--- src/pkg/spp_pkg.sv ---
// Package with constants and types for the stereo pair processor.
// Contract
// - Audio is only ever combined or exchanged between the two channels of one adjacent pair.
// - The first channel of each pair is always processed as left and the second as right.
// - A channel set to pass-through carries its own input audio unchanged.
// - A channel set to swap carries its partner's input, while a pass-through partner keeps its own.
// - With both channels of a pair set to swap, the two inputs are fully exchanged.
// - A channel set to half-sum carries (L+R)/2 and its partner is unaffected by that setting.
// - With both channels set to half-sum, both carry the same (L+R)/2.
// - A channel set to half-difference carries (L-R)/2.
// - The second channel set to half-difference still carries left minus right, halved.
// - When only one channel selects half-difference, the other channel is left untouched.
// - With both channels set to half-difference, both carry the same (L-R)/2.
// - Every channel offers the same four choices, selected per channel.
package spp_pkg;

  // Default sample width, pair count and output FIFO depth.
  localparam int SPP_SAMPLE_W = 24;
  localparam int SPP_PAIRS = 2;
  localparam int SPP_FIFO_DEPTH = 16;

  // Four per-channel behaviours, encoded on two bits.
  typedef enum logic [1:0] {
    SPP_MODE_PASS,
    SPP_MODE_SWAP,
    SPP_MODE_HSUM,
    SPP_MODE_HDIFF
  } spp_mode_t;

  // Reset value of every channel setting.
  localparam spp_mode_t SPP_MODE_RST = SPP_MODE_PASS;

  // One processed pair as carried through the output FIFO.
  typedef struct packed {
    logic signed [SPP_SAMPLE_W-1:0] left;
    logic signed [SPP_SAMPLE_W-1:0] right;
  } spp_pair_t;

endpackage

--- src/core/spp_core.sv ---
// Stereo pair processor with a parameterised output FIFO.
`timescale 1ns/1ps

// Output FIFO with valid and ready on both sides.
module spp_fifo
  import spp_pkg::*;
#(
  parameter int WIDTH = 2 * SPP_SAMPLE_W,
  parameter int DEPTH = SPP_FIFO_DEPTH
) (
  input wire logic sys_clk,
  input wire logic rst,
  input wire logic in_valid,
  output logic in_ready,
  input wire logic [WIDTH-1:0] in_data,
  output logic out_valid,
  input wire logic out_ready,
  output logic [WIDTH-1:0] out_data
);
  localparam int AW = $clog2(DEPTH);

  logic [WIDTH-1:0] mem [DEPTH];
  logic [AW-1:0] wr_q;
  logic [AW-1:0] rd_q;
  logic [AW:0] cnt_q;
  logic push;
  logic pop;

  // Full and empty come straight from the occupancy count. The count is one
  // bit wider than the pointers so that full and empty never alias.
  assign in_ready = (cnt_q != (AW+1)'(DEPTH));
  assign out_valid = (cnt_q != '0);
  assign push = in_valid && in_ready;
  assign pop = out_valid && out_ready;
  assign out_data = mem[rd_q];

  // Storage is written without reset; only the pointers and the count need a defined state.
  always_ff @(posedge sys_clk) begin
    if (push) begin
      mem[wr_q] <= in_data;
    end
  end

  // Pointer and count bookkeeping.
  always_ff @(posedge sys_clk) begin
    if (rst) begin
      wr_q <= '0;
      rd_q <= '0;
      cnt_q <= '0;
    end else begin
      if (push) begin
        wr_q <= (wr_q == AW'(DEPTH - 1)) ? '0 : wr_q + 1'b1;
      end
      if (pop) begin
        rd_q <= (rd_q == AW'(DEPTH - 1)) ? '0 : rd_q + 1'b1;
      end
      cnt_q <= cnt_q + (AW+1)'(push) - (AW+1)'(pop);
    end
  end

  // Occupancy checks; an overrun here would overwrite a stored pair.
  property p_fill_level;
    @(posedge sys_clk) disable iff (rst)
      cnt_q <= (AW+1)'(DEPTH);
  endproperty
  a_fill_level: assert property (p_fill_level)
    else $error("buffer holds more pairs than it has room for");

  property p_full_refuse;
    @(posedge sys_clk) disable iff (rst)
      push && !pop && cnt_q == (AW+1)'(DEPTH - 1) |=> !in_ready;
  endproperty
  a_full_refuse: assert property (p_full_refuse)
    else $error("buffer kept accepting once full");

endmodule // spp_fifo

// Per-channel chooser; one copy serves each channel of the pair.
module spp_pick
  import spp_pkg::*;
#(
  parameter int SAMPLE_W = SPP_SAMPLE_W
) (
  input wire spp_mode_t mode,
  input wire logic signed [SAMPLE_W-1:0] own,
  input wire logic signed [SAMPLE_W-1:0] partner,
  input wire logic signed [SAMPLE_W-1:0] half_sum,
  input wire logic signed [SAMPLE_W-1:0] half_diff,
  output logic signed [SAMPLE_W-1:0] res
);
  // Every code of the two-bit setting is legal, so no default is needed.
  always_comb begin
    unique case (mode)
      SPP_MODE_PASS: res = own;
      SPP_MODE_SWAP: res = partner;
      SPP_MODE_HSUM: res = half_sum;
      SPP_MODE_HDIFF: res = half_diff;
    endcase
  end

endmodule // spp_pick

// Top level: one channel pair processed per accepted sample.
module spp_core
  import spp_pkg::*;
#(
  parameter int SAMPLE_W = SPP_SAMPLE_W,
  parameter int FIFO_DEPTH = SPP_FIFO_DEPTH
) (
  input wire logic sys_clk,
  input wire logic rst,
  input wire logic in_valid,
  output logic in_ready,
  input wire logic signed [SAMPLE_W-1:0] in_left,
  input wire logic signed [SAMPLE_W-1:0] in_right,
  input wire spp_mode_t mode_left,
  input wire spp_mode_t mode_right,
  output logic out_valid,
  input wire logic out_ready,
  output logic signed [SAMPLE_W-1:0] out_left,
  output logic signed [SAMPLE_W-1:0] out_right
);
  localparam int PW = 2 * SAMPLE_W;

  spp_mode_t mode_l_q;
  spp_mode_t mode_r_q;
  logic signed [SAMPLE_W:0] sum_w;
  logic signed [SAMPLE_W:0] diff_w;
  logic signed [SAMPLE_W-1:0] half_sum;
  logic signed [SAMPLE_W-1:0] half_diff;
  logic signed [SAMPLE_W-1:0] res_l;
  logic signed [SAMPLE_W-1:0] res_r;
  logic [PW-1:0] fifo_out;
  logic fifo_in_ready;
  logic take;

  // Back-pressure from the FIFO stalls the source directly.
  assign in_ready = fifo_in_ready;
  assign take = in_valid && fifo_in_ready;

  // Settings are sampled only with an accepted sample so a change can never
  // split one sample between two behaviours.
  always_ff @(posedge sys_clk) begin
    if (rst) begin
      mode_l_q <= SPP_MODE_RST;
      mode_r_q <= SPP_MODE_RST;
    end else if (take) begin
      mode_l_q <= mode_left;
      mode_r_q <= mode_right;
    end
  end

  // Modes in effect for the sample being taken now.
  spp_mode_t eff_l;
  spp_mode_t eff_r;
  assign eff_l = take ? mode_left : mode_l_q;
  assign eff_r = take ? mode_right : mode_r_q;

  // One guard bit keeps the full result before the arithmetic halving.
  assign sum_w = {in_left[SAMPLE_W-1], in_left}
    + {in_right[SAMPLE_W-1], in_right};
  assign diff_w = {in_left[SAMPLE_W-1], in_left}
    - {in_right[SAMPLE_W-1], in_right};
  assign half_sum = SAMPLE_W'(sum_w >>> 1);
  assign half_diff = SAMPLE_W'(diff_w >>> 1);

  // Left and right choose independently, so mixed settings never disturb
  // the other channel of the pair; the same halved results feed both.
  spp_pick #(
    .SAMPLE_W(SAMPLE_W)
  ) u_pick_left (
    .mode(eff_l),
    .own(in_left),
    .partner(in_right),
    .half_sum(half_sum),
    .half_diff(half_diff),
    .res(res_l)
  );

  spp_pick #(
    .SAMPLE_W(SAMPLE_W)
  ) u_pick_right (
    .mode(eff_r),
    .own(in_right),
    .partner(in_left),
    .half_sum(half_sum),
    .half_diff(half_diff),
    .res(res_r)
  );

  spp_fifo #(
    .WIDTH(PW),
    .DEPTH(FIFO_DEPTH)
  ) u_fifo (
    .sys_clk(sys_clk),
    .rst(rst),
    .in_valid(in_valid),
    .in_ready(fifo_in_ready),
    .in_data({res_l, res_r}),
    .out_valid(out_valid),
    .out_ready(out_ready),
    .out_data(fifo_out)
  );

  // Output samples come from FIFO storage.
  assign out_left = fifo_out[PW-1:SAMPLE_W];
  assign out_right = fifo_out[SAMPLE_W-1:0];

  // Checks on the stream and its arithmetic.
  property p_pass_left;
    @(posedge sys_clk) disable iff (rst)
      take && mode_left == SPP_MODE_PASS |-> res_l == in_left;
  endproperty
  a_pass_left: assert property (p_pass_left)
    else $error("pass-through left altered");

  property p_swap_right;
    @(posedge sys_clk) disable iff (rst)
      take && mode_right == SPP_MODE_SWAP |-> res_r == in_left;
  endproperty
  a_swap_right: assert property (p_swap_right)
    else $error("swap right did not carry left input");

  property p_full_swap;
    @(posedge sys_clk) disable iff (rst)
      take && mode_left == SPP_MODE_SWAP && mode_right == SPP_MODE_SWAP
      |-> res_l == in_right && res_r == in_left;
  endproperty
  a_full_swap: assert property (p_full_swap)
    else $error("full swap not exchanged");

  property p_hsum_both;
    @(posedge sys_clk) disable iff (rst)
      take && mode_left == SPP_MODE_HSUM && mode_right == SPP_MODE_HSUM
      |-> res_l == res_r
      && res_l == SAMPLE_W'((int'(in_left) + int'(in_right)) >>> 1);
  endproperty
  a_hsum_both: assert property (p_hsum_both)
    else $error("half-sum outputs differ or wrong");

  property p_hdiff_right;
    @(posedge sys_clk) disable iff (rst)
      take && mode_right == SPP_MODE_HDIFF |->
      res_r == SAMPLE_W'((int'(in_left) - int'(in_right)) >>> 1);
  endproperty
  a_hdiff_right: assert property (p_hdiff_right)
    else $error("half-difference on right not left minus right");

  property p_hdiff_other;
    @(posedge sys_clk) disable iff (rst)
      take && mode_left == SPP_MODE_HDIFF && mode_right == SPP_MODE_PASS
      |-> res_r == in_right;
  endproperty
  a_hdiff_other: assert property (p_hdiff_other)
    else $error("partner of half-difference altered");

  property p_hdiff_both;
    @(posedge sys_clk) disable iff (rst)
      take && mode_left == SPP_MODE_HDIFF && mode_right == SPP_MODE_HDIFF
      |-> res_l == res_r
      && res_l == SAMPLE_W'((int'(in_left) - int'(in_right)) >>> 1);
  endproperty
  a_hdiff_both: assert property (p_hdiff_both)
    else $error("half-difference outputs differ");

  property p_mode_hold;
    @(posedge sys_clk) disable iff (rst)
      !take |=> mode_l_q == $past(mode_l_q) && mode_r_q == $past(mode_r_q);
  endproperty
  a_mode_hold: assert property (p_mode_hold)
    else $error("setting changed without a sample");

  property p_stall;
    @(posedge sys_clk) disable iff (rst)
      out_valid && !out_ready |=> out_valid && $stable(fifo_out);
  endproperty
  a_stall: assert property (p_stall)
    else $error("output changed while stalled");

  // Reference values here use int arithmetic, which limits these checks to
  // sample widths of 31 bits or less.
  property p_pass_right;
    @(posedge sys_clk) disable iff (rst)
      take && mode_right == SPP_MODE_PASS |-> res_r == in_right;
  endproperty
  a_pass_right: assert property (p_pass_right)
    else $error("pass-through right altered");

  property p_swap_left;
    @(posedge sys_clk) disable iff (rst)
      take && mode_left == SPP_MODE_SWAP && mode_right == SPP_MODE_PASS
      |-> res_l == in_right && res_r == in_right;
  endproperty
  a_swap_left: assert property (p_swap_left)
    else $error("swap left or its pass-through partner wrong");

  property p_hsum_left;
    @(posedge sys_clk) disable iff (rst)
      take && mode_left == SPP_MODE_HSUM |->
      res_l == SAMPLE_W'((int'(in_left) + int'(in_right)) >>> 1);
  endproperty
  a_hsum_left: assert property (p_hsum_left)
    else $error("half-sum on left wrong");

  property p_hsum_other;
    @(posedge sys_clk) disable iff (rst)
      take && mode_left == SPP_MODE_HSUM && mode_right == SPP_MODE_PASS
      |-> res_r == in_right;
  endproperty
  a_hsum_other: assert property (p_hsum_other)
    else $error("partner of half-sum altered");

  property p_hdiff_left;
    @(posedge sys_clk) disable iff (rst)
      take && mode_left == SPP_MODE_HDIFF |->
      res_l == SAMPLE_W'((int'(in_left) - int'(in_right)) >>> 1);
  endproperty
  a_hdiff_left: assert property (p_hdiff_left)
    else $error("half-difference on left wrong");

  property p_mode_take;
    @(posedge sys_clk) disable iff (rst)
      take |=> mode_l_q == $past(mode_left)
      && mode_r_q == $past(mode_right);
  endproperty
  a_mode_take: assert property (p_mode_take)
    else $error("setting not taken with its sample");

  // A pair entering an empty buffer shows up whole on the next cycle.
  property p_answer;
    @(posedge sys_clk) disable iff (rst)
      take && !out_valid |=> out_valid && out_left == $past(res_l)
      && out_right == $past(res_r);
  endproperty
  a_answer: assert property (p_answer)
    else $error("pair not delivered whole after one cycle");

  c_full: cover property (@(posedge sys_clk) disable iff (rst) !in_ready);
  c_swap: cover property (@(posedge sys_clk) disable iff (rst)
    take && mode_left == SPP_MODE_SWAP && mode_right == SPP_MODE_SWAP);
  c_hsum: cover property (@(posedge sys_clk) disable iff (rst)
    take && mode_left == SPP_MODE_HSUM);
  c_hdiff: cover property (@(posedge sys_clk) disable iff (rst)
    take && mode_right == SPP_MODE_HDIFF);

endmodule // spp_core

--- config.mk ---
export PLATFORM = sky130hd
export DESIGN_NAME = spp_core
export DESIGN_NICKNAME = d
export VERILOG_FILES = /design/src/pkg/spp_pkg.sv /design/src/core/spp_core.sv
export SDC_FILE = /design/constraint.sdc
export NUM_CORES = 1
export LEC_CHECK = 0
export ABC_AREA = 0
export BUFFER_PORTS_ARGS = -buffer_cell sky130_fd_sc_hd__clkbuf_2
export CAP_MARGIN = 10
export CELL_PAD_IN_SITES_DETAIL_PLACEMENT = 1
export CELL_PAD_IN_SITES_GLOBAL_PLACEMENT = 1
export CORE_MARGIN = 2
export CORE_UTILIZATION = 55
export CTS_CLUSTER_DIAMETER = 120
export DETAILED_ROUTE_END_ITERATION = 10
export PLACE_DENSITY = 0.9
export SLEW_MARGIN = 10
export SYNTH_ARGS = -nofsm -noshare
export SYNTH_HDL_FRONTEND = slang
export SYNTH_SLANG_ARGS = --single-unit
--- constraint.sdc ---
create_clock -name sys_clk -period 3.45 [get_ports sys_clk]
set_input_delay 0.1725 -clock sys_clk [delete_from_list [all_inputs] [get_ports sys_clk]]
set_output_delay 0.1725 -clock sys_clk [all_outputs]
set_load 0.01 [all_outputs]
**After elaboration in Yosys (flattened, before gate mapping)**

Memories as Yosys holds them, arrays and structs flattened. A register that Yosys moved wholly into a read port is not among the register bits.
Index checks and enable logic that the tools add are counted.

- Register bits: 17
- RAM bits: 768
- Bits of input ports: 56
- Output and inout bits: 50
- Logic and storage cells: 36
- Memories: 1

Memory list:

| name | words | width | read ports | clocked after memory_dff | wr ports | RTL line | source |
|---|---|---|---|---|---|---|---|
| u_fifo.mem | 16 | 48 | 1 | 1 | 1 | spp_core.sv:22 | `logic [WIDTH-1:0] mem [DEPTH];` |

- Add/sub/neg operators: 6
- Eq/ne operators: 9
- Mux-type cells: 10
- Reduce and logical (&&, ||, !) cells: 5

Operator list:

| cell | count |
|---|---|
| $pmux 24 s4 | 2 |
| $add 24x24->25 | 1 |
| $sub 24x24->25 | 1 |
| $mux 4 | 4 |
| $add 4x1->4 const B | 2 |
| $eq 2x2->1 const B | 4 |
| $eq 4x4->1 const B | 2 |
| $add 5x1->5 | 1 |
| $ne 5x5->1 const B | 1 |
| $reduce_bool 5->1 | 1 |
| $sub 5x1->5 | 1 |
| $eq 2x1->1 const B | 2 |
| $logic_not 2->1 | 2 |
| $mux 2 | 2 |
| $logic_and 1x1->1 | 2 |
| $mux 1 | 2 |

**Depth between registers and ports, before layout**

Gate-level depths: netlist of the first run.

- Depth after elaboration: 5
- Depth in mapped cells: 13
- Depth with buffers taken out: 13

**By module**

From an unflattened synthesis of the first run, not the netlist that was laid out.

- Cells, all modules: 1724
- Area, all modules: 33560.9 um^2

Modules (own cells, without submodules):

| module | times used | cells an instance | area each (um^2) | seq. area each (um^2) |
|---|---|---|---|---|
| spp_fifo | 1 | 1285 | 29552.1 | 23402.4 |
| spp_core | 1 | 379 | 2767.7 | 80.1 |
| spp_pick | 2 | 30 | 620.6 | 0.0 |

**Least setup slack after synthesis of the first run**

No wires, ideal clock.

- Kind: in2reg
- Start point: input in_left[0]
- End point: memory u_fifo.mem[0][17] in the netlist's numbering, data pin
- Setup time: 0.327 ns
- Arrival: 2.831 ns
- Required time: 3.123 ns
- Slack: 0.292 ns
- Stages: 11
- Path buffers: 0
- Path through: and2_1 > fa_1 > nor2b_1 > o21a_1 > o21ai_1 > a21boi_1 > o41ai_1 > and2_1 > o31a_1 > mux2i_1 > nor3_1

- Cells in the longest elaborated chain, start to end: 2

RTL lines:

| what | RTL line | source |
|---|---|---|
| start, declared | spp_core.sv:114 | `input wire logic signed [SAMPLE_W-1:0] in_left,` |
| $sub 24x24->25 / $add 24x24->25 (equally long branches) | spp_core.sv:163, spp_core.sv:161 |  |
| $pmux 24 s4 * | spp_core.sv:93 | `unique case (mode)` |
| named net res_r[17] | spp_core.sv:132 | `logic signed [SAMPLE_W-1:0] res_r;` |
| end, declared | spp_core.sv:22 |  |

Mark *: on every way through the listed nets, which the timed path passes. The rest lies on a longest branch.

**Worst setup path in the final report of the first run**

- Start point: input in_right[5]
- End point: memory u_fifo.mem[8][16] in the netlist's numbering, data pin

- Cells in the longest elaborated chain, start to end: 2

RTL lines:

| what | RTL line | source |
|---|---|---|
| start, declared | spp_core.sv:115 | `input wire logic signed [SAMPLE_W-1:0] in_right,` |
| $sub 24x24->25 / $add 24x24->25 (equally long branches) | spp_core.sv:163, spp_core.sv:161 |  |
| $pmux 24 s4 * | spp_core.sv:93 |  |
| named net res_r[16] | spp_core.sv:132 |  |

Marks and branches as above.

==> metrics.md, run 1 <==
| Metric | Value |
|---|---|
| Unrepaired setup endpoints after global routing | `false` |
| Critical R2R Capture | `u_fifo.mem[11][25]$_DFFE_PP_` |
| Vias | `19610` |
| Most frequent cells in the layout | `768 x edfxtp_1, 260 x mux4_2, 144 x buf_4` |
| Post-Place Cells | `2691` |
| Initial Util | `55.75%` |
| Die W | `251.6 µm` |
| RR Startpoint | `u_fifo.cnt_q[2]$_SDFF_PP0_` |
| Max Cap Viol | `0` |
| Ys flop type | `edfxtp_1` |
| Core box area | `60470 µm²` |
| Final layout net count | `2110` |
| Slew Limit Fails | `0` |
| DR pass1 iterations | `5` |
| Clock-pin slew on the worst setup and hold paths | `50 ps` |
| Initial antenna violation count | `7` |
| GRT Util Overall | `31.98%` |
| DP Area | `36390 µm²` |
| Clk buf depth | `3` |
| CTS buffer count | `79` |
| Clk_skew | `27.24 ps` |
| Hold Crit Start | `in_valid` |
| Post-synth EDFFs | `768` |
| Initial DRC Count | `2378` |
| Min Clock Period, post-route | `3302 ps` |
| First-pass GRT wire length | `144400 µm` |
| CTS root buf | `clkbuf_16` |
| Static Leak | `12.89 nW` |
| Drc violations | `0` |
| I/O pins | `106` |
| Worst Tran Pin Value | `810.5 ps` |
| Dpl hpwl | `56900 µm` |
| CP Max Fanout | `16` |
| Seq/Total Area, Yosys | `69.65%` |
| Syn Std Cell Area | `33710 µm²` |
| Vias per cell | `6.889` |
| Crit path required time | `3930 ps` |
| IR drop worst, VDD | `0.4532 mV` |
| Hold path cells | `5` |
| Htree depth | `3` |
| Final period util | `95.71%` |
| CTS tree | `yes` |
| Register bit count reported by yosys | `789` |
| Pwr Total | `26.38 mW` |
| Clock latency at the later pin of the worst-skew pair | `660 ps` |
| Synth Warn # | `0` |
| Vias in the first global route | `21190` |
| DRT antenna net count | `0` |
| Power Density | `675.5 nW/µm²` |
| Worst r2r path cells | `13` |
| Syn-to-layout area delta | `15.81%` |
| Distinct cells, synth | `77` |
| Outcome | `finished, final reports clean` |
| WP data arrival | `3780 ps` |
| Synth Area per Inst | `19.53 µm²` |
| GPL Wtd Cong | `0.9375` |
| Syn Inst Count | `1726` |
| CP Launch Type | `input port` |
| Die Ht | `251.6 µm` |
| Clock sink count | `789` |
| Final Hold Fails | `0` |
| Die footprint | `63300 µm²` |
| Max Clk Rate | `302.9 MHz` |
| Setup Fix Bufs, Post-CTS | `0` |
| Mapped Nets | `1842` |
| Design area | `39040 µm²` |
| FFs w/ async S/R, synth | `0%` |
| Hold Path End | `u_fifo.wr_q[1]$_SDFFE_PP0P_` |
| Crit path kind | `input port to register` |
| Hold Path Class | `input port to register` |
| R2r setup slk | `250 ps` |
| Max-slew headroom | `44.90%` |
| Post-detailed-routing wire length | `98880 µm` |
| Average wire per standard cell | `34.74 µm` |
| PortBufs | `105` |
| Non-filler cells in the finished layout | `2846` |
| Kind of end point of the critical path | `register` |
| Commonest non-fill, non-tap cell in the layout | `edfxtp_1` |
| Largest net degree at the start of global routing | `55` |
| GRT overflow | `0` |
| Layout cell share with drive strength beyond 1 | `33.59%` |
| Finish-stage setup viols | `0` |
| Row count | `90` |
metal layers:
layer / wire length [µm] / vias up / share of wire, % / global-route usage (%)
met5: 40 / - / 0.040 / 0
met4: 4241 / 6 / 4.3 / 14.34
met3: 9634 / 304 / 9.7 / 6.696
met2: 48910 / 1398 / 49 / 51.95
met1: 36060 / 10240 / 36 / 42.18
li1: - / 7656 / - / -
repair_timing:
item | in CTS | in global routing
setup endpoints to repair | 16 | 48
resized for setup | 1 | 3
endpoints found under the hold margin | 19 | 0
hold buffers | 4 | 0
layout make-up:
cell class / count / area [µm²]
diodes: 7 / 17.52
clock buffers: 100 / 2066
clock inverters: 44 / 511.7
fillers: 5010 / 21430
inverters: 52 / 195.2
multi-input cells: 795 / 9653
flip-flops and latches: 789 / 23500
well taps: 782 / 978.4
repair buffers: 277 / 2127
worst max path at each step:
stage	from	end	slack, ps	cells past startpoint
after floorplan	in_left[0]	u_fifo.mem[0][17]$_DFFE_PP_	290	11
after global placement	in_left[0]	u_fifo.mem[10][15]$_DFFE_PP_	-140	14
after detailed placement	in_left[0]	u_fifo.mem[15][15]$_DFFE_PP_	-460	14
after CTS	u_fifo.cnt_q[2]$_SDFF_PP0_	u_fifo.mem[10][41]$_DFFE_PP_	150	10
after global routing	in_right[5]	u_fifo.mem[10][36]$_DFFE_PP_	40	13
final	in_right[5]	u_fifo.mem[8][16]$_DFFE_PP_	150	15
per-stage QoR:
step / setup WS, ps / setup TNS (ps) / hold slack, ps / utilization [%]
final: 148.0 / 0 / 31.54 / 64.57
after global routing: 35.07 / 0 / 73.70 / 64.56
after CTS: 154.7 / 0 / 30.29 / 64.51
after detailed placement: -463.9 / -47270 / 518.8 / 60.18
after global placement: -138.1 / -11380 / 496.0 / 60.18
after floorplan: 291.7 / 0 / 424.4 / -
kinds of logic after synthesis:
kind of cell / count (synthesis) / synth area share, %
compound gates: 175 / 3.563
xor+xnor: 43 / 1.117
fa+ha+maj: 60 / 2.293
buf+inv: 142 / 1.878
flops: 789 / 69.65
mux: 285 / 18.13
simple gates: 232 / 3.370
sequential cells by signal (all words and copies together), names as in the netlist, named ones only:
| register | count |
|---|---|
| mode_l_q | 2 |
| u_fifo.cnt_q | 5 |
| mode_r_q | 2 |
| u_fifo.rd_q | 4 |
| u_fifo.mem | 768 |
| u_fifo.wr_q | 4 |
power by group:
part	internal, mW	switching [mW]
sequential	11.6	0.211
clock	4.90	3.80
combinational	2.57	3.30
total	19.1	7.32
synthesized netlist by cell type (4+ instances only):
cell type | number | area [µm²]
o21bai_1 | 8 | 60.06
mux4_2 | 260 | 5856
buf_4 | 6 | 45.04
o21ai_1 | 4 | 20.02
buf_2 | 14 | 70.07
xnor2_1 | 35 | 306.5
a211oi_1 | 8 | 60.06
nor2b_1 | 10 | 62.56
and2_1 | 19 | 118.9
nor2_1 | 57 | 214.0
o21ai_0 | 26 | 130.1
inv_1 | 49 | 183.9
nor3_1 | 24 | 120.1
buf_6 | 8 | 90.09
a21oi_1 | 49 | 245.2
nand3_1 | 11 | 55.05
o22ai_1 | 8 | 50.05
ha_1 | 57 | 713.2
nand4_1 | 4 | 25.02
buf_1 | 11 | 41.29
o211ai_1 | 6 | 45.04
o31ai_1 | 4 | 30.03
or4_1 | 4 | 30.03
a31oi_1 | 11 | 68.82
nand2b_1 | 4 | 25.02
xor2_1 | 8 | 70.07
mux2i_1 | 22 | 220.2
edfxtp_1 | 768 | 23060
and3_1 | 6 | 37.54
clkbuf_1 | 51 | 191.4
a21o_1 | 14 | 105.1
nand2_1 | 73 | 274.0
dfxtp_1 | 21 | 420.4
worst max-delay path, cell delays in order:
cell and delay [ps]:
clkbuf_2 110, inv_1 50, ha_1 490, buf_4 190, nand3_1 80, a21oi_2 230
a2111oi_2 80, buf_4 160, o21ba_2 230, o31ai_1 590, a31oi_1 250, xnor2_1 340
nor2_1 120, nor3_1 370, buf_4 290
(Power assumes the default switching activity.)
==> inputs of run 2 (changes only) <==
==> constraint.sdc (replaced) <==
create_clock -name sys_clk -period 3.45 [get_ports sys_clk]
set_input_delay 0.345 -clock sys_clk [delete_from_list [all_inputs] [get_ports sys_clk]]
set_output_delay 0.345 -clock sys_clk [all_outputs]
set_load 0.01 [all_outputs]
==> run 2 against run 1 <==
  * Critical path type unchanged
  * Utilization decreased by 0.13 points
  * Cell area decreased by 0.21%
  * Critical endpoint is now u_fifo.mem[2][23]$_DFFE_PP_
  * Non-clock buffer count increased by 10
==> metrics.md, run 2 (synthesis gave the netlist of run 1 again) <==
| Metric | Value |
|---|---|
| Outcome | `finished, final reports clean` |
| Multi-input gate area | `9654 µm² (about the same)` |
| GPL Wtd Cong | `0.9119 (-2.7%)` |
| Clk buf depth | `3 (unchanged)` |
| Non-filler cells in the finished layout | `2848 (+0.070%)` |
| Power Density | `665.2 nW/µm² (-1.5%)` |
| Dpl hpwl | `56020 µm (-1.5%)` |
| Max Clk Rate | `298.2 MHz (-1.5%)` |
| IR drop worst, VDD | `0.4736 mV (+4.5%)` |
| Final Hold Fails | `0 (unchanged)` |
| Die Ht | `251.6 µm (unchanged)` |
| Hold Path Class | `input port to register` |
| Final period util | `97.21% (+1.5 points)` |
| CTS tree | `yes` |
| Min Clock Period, post-route | `3354 ps (+51.64 ps)` |
| Static Leak | `12.87 nW (-0.15%)` |
| Hold slack | `119.3 ps (+87.78 ps)` |
| Clock-pin slew on the worst setup and hold paths | `60 ps (about the same)` |
| DR pass1 iterations | `5 (unchanged)` |
| Initial DRC Count | `2863 (+20%)` |
| Register name with the most flops | `u_fifo.mem` |
| Core box area | `60470 µm² (unchanged)` |
| Finish-stage setup viols | `0 (unchanged)` |
| Final layout net count | `2119 (+0.43%)` |
| Clock latency at the later pin of the worst-skew pair | `650 ps (about the same)` |
| Post-detailed-routing wire length | `99190 µm (+0.31%)` |
| Initial antenna violation count | `5 (-2)` |
| Most frequent cells in the layout | `768 x edfxtp_1, 260 x mux4_2, 154 x buf_4` |
| CP Max Fanout | `16 (unchanged)` |
| Htree depth | `3 (unchanged)` |
| CTS buffer count | `78 (-1.3%)` |
| Max Cap Viol | `0 (unchanged)` |
| Vias in the first global route | `20990 (-0.97%)` |
| Average wire per standard cell | `34.83 µm (+0.24%)` |
| GRT overflow | `0 (unchanged)` |
| Bufs and invs on worst path | `4 (-1)` |
| Commonest non-fill, non-tap cell in the layout | `edfxtp_1` |
| Cell Chain, Critical Path | `clkbuf_2 > and2_1 > fa_1 > nor2b_1 > o21a_1 > o21ai_1 > a21boi_1 > o41ai_1 > buf_4 > a211oi_1 > buf_4 > a31oi_1 > nor2_1 > o22ai_1 > buf_4` |
| PortBufs | `105 (unchanged)` |
| Kind of end point of the critical path | `register` |
| CP max stage delay | `510 ps (-80 ps)` |
| GRT Util Overall | `31.81% (-0.16 points)` |
| Largest regs | `u_fifo.mem x768, u_fifo.cnt_q x5` |
| Vias | `19720 (+0.60%)` |
| Crit path kind | `input port to register` |
| DRT antenna net count | `0 (unchanged)` |
| Vias per cell | `6.926 (+0.53%)` |
| WP data arrival | `3810 ps (+30 ps)` |
| Clock sink count | `789 (unchanged)` |
| CP most frequent cell | `buf_4` |
| Die W | `251.6 µm (unchanged)` |
| CTS root buf | `clkbuf_16` |
| Max-slew headroom | `42.88% (-2.0 points)` |
| Syn-to-layout area delta | `15.57%` |
| TNS Setup | `0 ps (unchanged)` |
| Die footprint | `63300 µm² (unchanged)` |
| Largest net degree at the start of global routing | `49 (-11%)` |
| Layout cell share with drive strength beyond 1 | `34.40% (+0.81 points)` |
| Crit path required time | `3910 ps (-20 ps)` |
| Slew Limit Fails | `0 (unchanged)` |
| Row count | `90 (unchanged)` |
| I/O pins | `106 (unchanged)` |
| Drc violations | `0 (unchanged)` |
| Worst Tran Pin Value | `856.8 ps (+46.36 ps)` |
| First-pass GRT wire length | `143700 µm (-0.50%)` |
| Max reg flops | `768 (unchanged)` |
| CP Launch Type | `input port` |
| Initial Util | `55.75% (unchanged)` |
| # fillers | `5045 (+0.70%)` |
| Worst path slowest cell | `o41ai_1` |
| Sequential cell area | `23500 µm² (unchanged)` |
| Post-Place Cells | `2704 (+0.48%)` |
| Clk_skew | `20.04 ps (-7.199 ps)` |
| Top delay family on crit path | `compound AO/OA/AOI/OAI gates` |
-- run 2: cell count changes in the layout (fill, tap and decap cells not counted), sizes merged --
cell / before / now
dlygate4sd3: 4 / 0
bufinv: 8 / 2
diode: 7 / 5
buf: 168 / 182
clkbuf: 205 / 199
clkinvlp: 1 / 6
inv: 55 / 56
-- run 2: final timing paths --
kind	from	endpoint	slack, ps	depth (start not counted)
hold / removal	mode_right[1]	mode_r_q[1]$_SDFF_PP0_	120	3
setup reg to reg	u_fifo.cnt_q[2]$_SDFF_PP0_	u_fifo.mem[5][34]$_DFFE_PP_	140	12
setup / recovery	in_left[0]	u_fifo.mem[2][23]$_DFFE_PP_	100	15
hold reg to reg	u_fifo.rd_q[3]$_SDFFE_PP0N_	register	540	2
-- run 2: power breakdown --
part / switching, mW / internal, mW / leakage (nW)
registers: 0.219 / 11.6 / 7.11
logic: 3.34 / 2.59 / 4.59
clock network: 3.74 / 4.44 / 1.17
total: 7.30 / 18.6 / 12.9
-- run 2: layout make-up --
class                      count  share of cell area (%)
sequential                   789                   60.30
multi-input combinational    795                   24.78
timing repair buffer         287                   5.729
clock buffer                  94                   5.273
tap                          782                   2.511
clock inverter                44                  0.8670
inverter                      52                  0.5106
antenna                        5                 0.03211
-- run 2: through the flow --
| step | power (mW) | util, % | setup slack, ps | cell area [µm²] |
|---|---|---|---|---|
| after floorplan | 15.53 | - | 119.2 | 33710 |
| after global placement | 17.38 | 60.36 | -205.1 | 36500 |
| after detailed placement | 17.74 | 60.36 | -618.1 | 36500 |
| after CTS | 25.97 | 64.34 | 22.88 | 38900 |
| after global routing | 26.67 | 64.43 | -12.18 | 38960 |
| final | 25.92 | 64.43 | 96.39 | 38960 |
-- run 2: worst reg2reg max path: stages, from the launching register on --
cell	delay, ps
dfxtp_1	320
inv_1	80
ha_1	160
nand3_1	110
nand2_1	280
clkinvlp_4	350
mux2i_4	430
buf_12	250
mux2i_1	480
xnor2_1	220
nor2_1	80
a31oi_1	170
buf_4	230
-- run 2: what timing repair did --
item	4_1_cts	5_1_grt
hold buffers	0	0
gates resized for setup	3	3
pin swaps	0	0
buffers inserted	0	1
setup endpoints to repair	19	49
-- run 2: per-layer routing --
| metal | track usage [%] | vias up | share of wire, % |
|---|---|---|---|
| met5 | 0 | - | 0 |
| met4 | 13.03 | 0 | 3.8 |
| met3 | 5.819 | 280 | 10 |
| met2 | 50.55 | 1493 | 49 |
| met1 | 44.20 | 10290 | 37 |
| li1 | - | 7657 | - |
==> inputs of run 3 (changes only) <==
--- a/config.mk
+++ b/config.mk
@@ -6,6 +6,7 @@
 export NUM_CORES = 1
 export LEC_CHECK = 0
 export ABC_AREA = 0
+export ABC_CLOCK_PERIOD_IN_PS = 3450
 export BUFFER_PORTS_ARGS = -buffer_cell sky130_fd_sc_hd__clkbuf_2
 export CAP_MARGIN = 10
 export CELL_PAD_IN_SITES_DETAIL_PLACEMENT = 1
@@ -18,4 +19,5 @@
 export SLEW_MARGIN = 10
 export SYNTH_ARGS = -nofsm -noshare
 export SYNTH_HDL_FRONTEND = slang
+export SYNTH_HIERARCHICAL = 1
 export SYNTH_SLANG_ARGS = --single-unit
==> run 3 against run 2 <==
  * Final cell count down 3.7%
  * Routed wire length down 0.80%
  * Largest power group unchanged
  * Sequential share of layout area up 1.2 points
  * Total power is 1.6% higher
  * Critical path type is now register to register
  * Die area down 0.45%
  * Via count is 2.5% lower
  * Maximum frequency grew 3.1%
==> metrics.md, run 3 <==
| Metric | Value |
|---|---|
| Crit path required time | `3930 ps (+20 ps)` |
| I/O pins | `106 (unchanged)` |
| Fin util | `63.28% (-1.2 points)` |
| Drc violations | `0 (unchanged)` |
| CP Max Fanout | `5 (-11)` |
| Mapped Nets | `1840 (-0.11%)` |
| Layout cell share with drive strength beyond 1 | `30.36% (-4.0 points)` |
| Register bit count reported by yosys | `789 (unchanged)` |
| WP data arrival | `3730 ps (-80 ps)` |
| Min Clock Period, post-route | `3253 ps (-100.4 ps)` |
| Syn Std Cell Area | `33560 µm² (-0.46%)` |
| Area share of the largest cell type after synthesis | `68.72% (+0.31 points)` |
| Seq/Total Area, Yosys | `69.97% (+0.32 points)` |
| Max Clk Rate | `307.4 MHz (+3.1%)` |
| DRT antenna net count | `0 (unchanged)` |
| Die footprint | `63010 µm² (-0.45%)` |
| Core box area | `60360 µm² (-0.19%)` |
| Top cells by area, synth | `edfxtp_1 69%, mux4_2 16%, a22oi_1 2.2%` |
| Hold Path Class | `input port to register` |
| Clk_skew | `26.74 ps (+6.695 ps)` |
| Most common cell in the netlist | `edfxtp_1` |
| Max reg flops | `768 (unchanged)` |
| Vias in the first global route | `20670 (-1.5%)` |
| Dpl hpwl | `53600 µm (-4.3%)` |
| Vias | `19240 (-2.5%)` |
| GPL Wtd Cong | `0.9282 (+1.8%)` |
| # fillers | `5093 (+0.95%)` |
| Clock-pin slew on the worst setup and hold paths | `60 ps (about the same)` |
| Clock latency at the later pin of the worst-skew pair | `630 ps (-20 ps)` |
| Unrepaired setup endpoints after global routing | `false` |
| Top cells by count, synth | `768 x edfxtp_1, 232 x mux4_2, 97 x a22oi_1, 77 x nand2_1, 57 x ha_1` |
| Clock sink count | `789 (unchanged)` |
| Die Ht | `251.0 µm (-0.22%)` |
| Initial DRC Count | `2610 (-8.8%)` |
| Vias per cell | `7.012 (+1.3%)` |
| FFs w/ async S/R, synth | `0% (unchanged)` |
| Average wire per standard cell | `35.87 µm (+3.0%)` |
| CTS tree | `yes` |
| Distinct cells, synth | `72 (-6.5%)` |
| GRT Util Overall | `31.86% (+0.048 points)` |
| Syn Inst Count | `1724 (-0.12%)` |
| Post-Place Cells | `2602 (-3.8%)` |
| Initial antenna violation count | `2 (-3)` |
| Crit path kind | `register to register` |
| Row count | `90 (unchanged)` |
| Max Cap Viol | `0 (unchanged)` |
| Max-slew headroom | `49.03% (+6.2 points)` |
| Synth Area per Inst | `19.47 µm² (-0.34%)` |
| DR pass1 iterations | `5 (unchanged)` |
| Outcome | `finished, final reports clean` |
| IR drop worst, VDD | `0.3841 mV (-19%)` |
| Pwr Total | `26.34 mW (+1.6%)` |
| Cell taking the most area after synthesis | `edfxtp_1` |
| CTS buffer count | `78 (unchanged)` |
| Number of hold buffers added after cts | `0 (unchanged)` |
| Register name with the most flops | `u_fifo/mem` |
| Largest regs | `u_fifo/mem x768, u_fifo/cnt_q x5` |
| Power Density | `689.6 nW/µm² (+3.7%)` |
| Clk buf depth | `3 (unchanged)` |
| PortBufs | `105 (unchanged)` |
| CTS root buf | `clkbuf_16` |
| Post-CTS sizing | `0 (-3)` |
| Static Leak | `12.45 nW (-3.2%)` |
| Setup Fix Bufs, Post-CTS | `0 (unchanged)` |
| Most frequent cells in the layout | `768 x edfxtp_1, 232 x mux4_2, 105 x clkbuf_2` |
| R2r setup slk | `200 ps (+60 ps)` |
| Final period util | `94.30% (-2.9 points)` |
| Post-detailed-routing wire length | `98400 µm (-0.80%)` |
| Worst Tran Pin Value | `762.9 ps (-93.93 ps)` |
| Non-filler cells in the finished layout | `2743 (-3.7%)` |
| GRT overflow | `0 (unchanged)` |
| Commonest non-fill, non-tap cell in the layout | `edfxtp_1` |
| Syn-to-layout area delta | `13.81%` |
| Final layout net count | `2016 (-4.9%)` |
| Slew Limit Fails | `0 (unchanged)` |
| Initial Util | `55.60% (-0.15 points)` |
| First-pass GRT wire length | `143600 µm (about the same)` |
| Largest net degree at the start of global routing | `64 (+31%)` |
| Finish-stage setup viols | `0 (unchanged)` |
| Synth Warn # | `6 (+6)` |
| Kind of end point of the critical path | `register` |
| CP Launch Type | `register` |
| Ys flop type | `edfxtp_1` |
| Htree depth | `3 (unchanged)` |
| Final Hold Fails | `0 (unchanged)` |
| Die W | `251.0 µm (-0.22%)` |
| Post-synth EDFFs | `768 (unchanged)` |
run 3: cell types whose count changed in the layout (fill, tap and decap cells not counted), moves of 15 or more:
| cell | delta |
|---|---|
| mux2i_1 | -19 |
| buf_4 | -94 |
| nor2_1 | -23 |
| a22oi_1 | +95 |
| nor3_1 | -15 |
| mux4_2 | -28 |
| o21ai_0 | -16 |
| and2_2 | -15 |
run 3: where the power goes:
group	switching [mW]	internal, mW	total [mW]
registers	0.213	11.7	11.9
clock network	3.74	4.75	8.49
logic	3.56	2.42	5.98
total	7.51	18.8	26.3
run 3: layout make-up:
cell class                      count  area (µm²)  area share [%]
Antenna cell                        1       2.502        0.006551
Clock buffer                       92        2026           5.303
Clock inverter                     48       437.9           1.146
Inverter                           59       224.0          0.5863
Multi-Input combinational cell    776        9442           24.72
Sequential cell                   789       23490           61.50
Tap cell                          782       978.4           2.562
Timing Repair Buffer              196        1597           4.180
run 3: worst paths after layout:
path | depth (start not counted) | start | end
setup reg to reg | 14 | u_fifo/cnt_q[2]$_SDFF_PP0_ | u_fifo/cnt_q[4]$_SDFF_PP0_
setup / recovery | 14 | u_fifo/cnt_q[2]$_SDFF_PP0_ | u_fifo/cnt_q[4]$_SDFF_PP0_
hold reg to reg | 2 | u_fifo/rd_q[1]$_SDFFE_PP0N_ | register
hold / removal | 3 | out_ready | register
run 3: metal layers:
layer	wire (µm)	GRT usage (%)
met1	35150	43.46
met5	11	0
met4	4093	13.55
met2	48050	51.76
met3	11090	5.167
run 3: critical path, stage by stage, from the launching register on:
cell	delay (ps)
dfxtp_1	320
inv_1	100
ha_1	200
or4b_1	560
nand2_1	230
inv_1	100
ha_1	290
inv_1	80
ha_1	190
inv_1	70
fa_1	420
nor2b_1	190
o21bai_1	120
a21oi_1	190
nor3b_1	70
run 3: kinds of logic after synthesis:
| family | Yosys count | synth area share (%) |
|---|---|---|
| AND/OR/NAND/NOR | 199 | 2.841 |
| adder cells (fa/ha/maj) | 60 | 2.304 |
| flip-flops | 789 | 69.97 |
| AO/OA/AOI/OAI | 229 | 5.033 |
| buffers and inverters | 159 | 2.371 |
| multiplexers | 245 | 16.36 |
| XOR/XNOR | 43 | 1.122 |
run 3: stage by stage:
| step | worst slack, ps | area [µm²] | TNS, ps | hold WS (ps) |
|---|---|---|---|---|
| after detailed placement | -96.29 | 35730 | -5859 | 489.8 |
| after CTS | 180.0 | 38190 | 0 | 66.56 |
| final | 196.8 | 38200 | 0 | 99.50 |
| after global placement | -1.595 | 35730 | -23.65 | 485.8 |
| after global routing | 53.91 | 38200 | 0 | 105.2 |
| after floorplan | -121.3 | 33580 | -44150 | 416.6 |
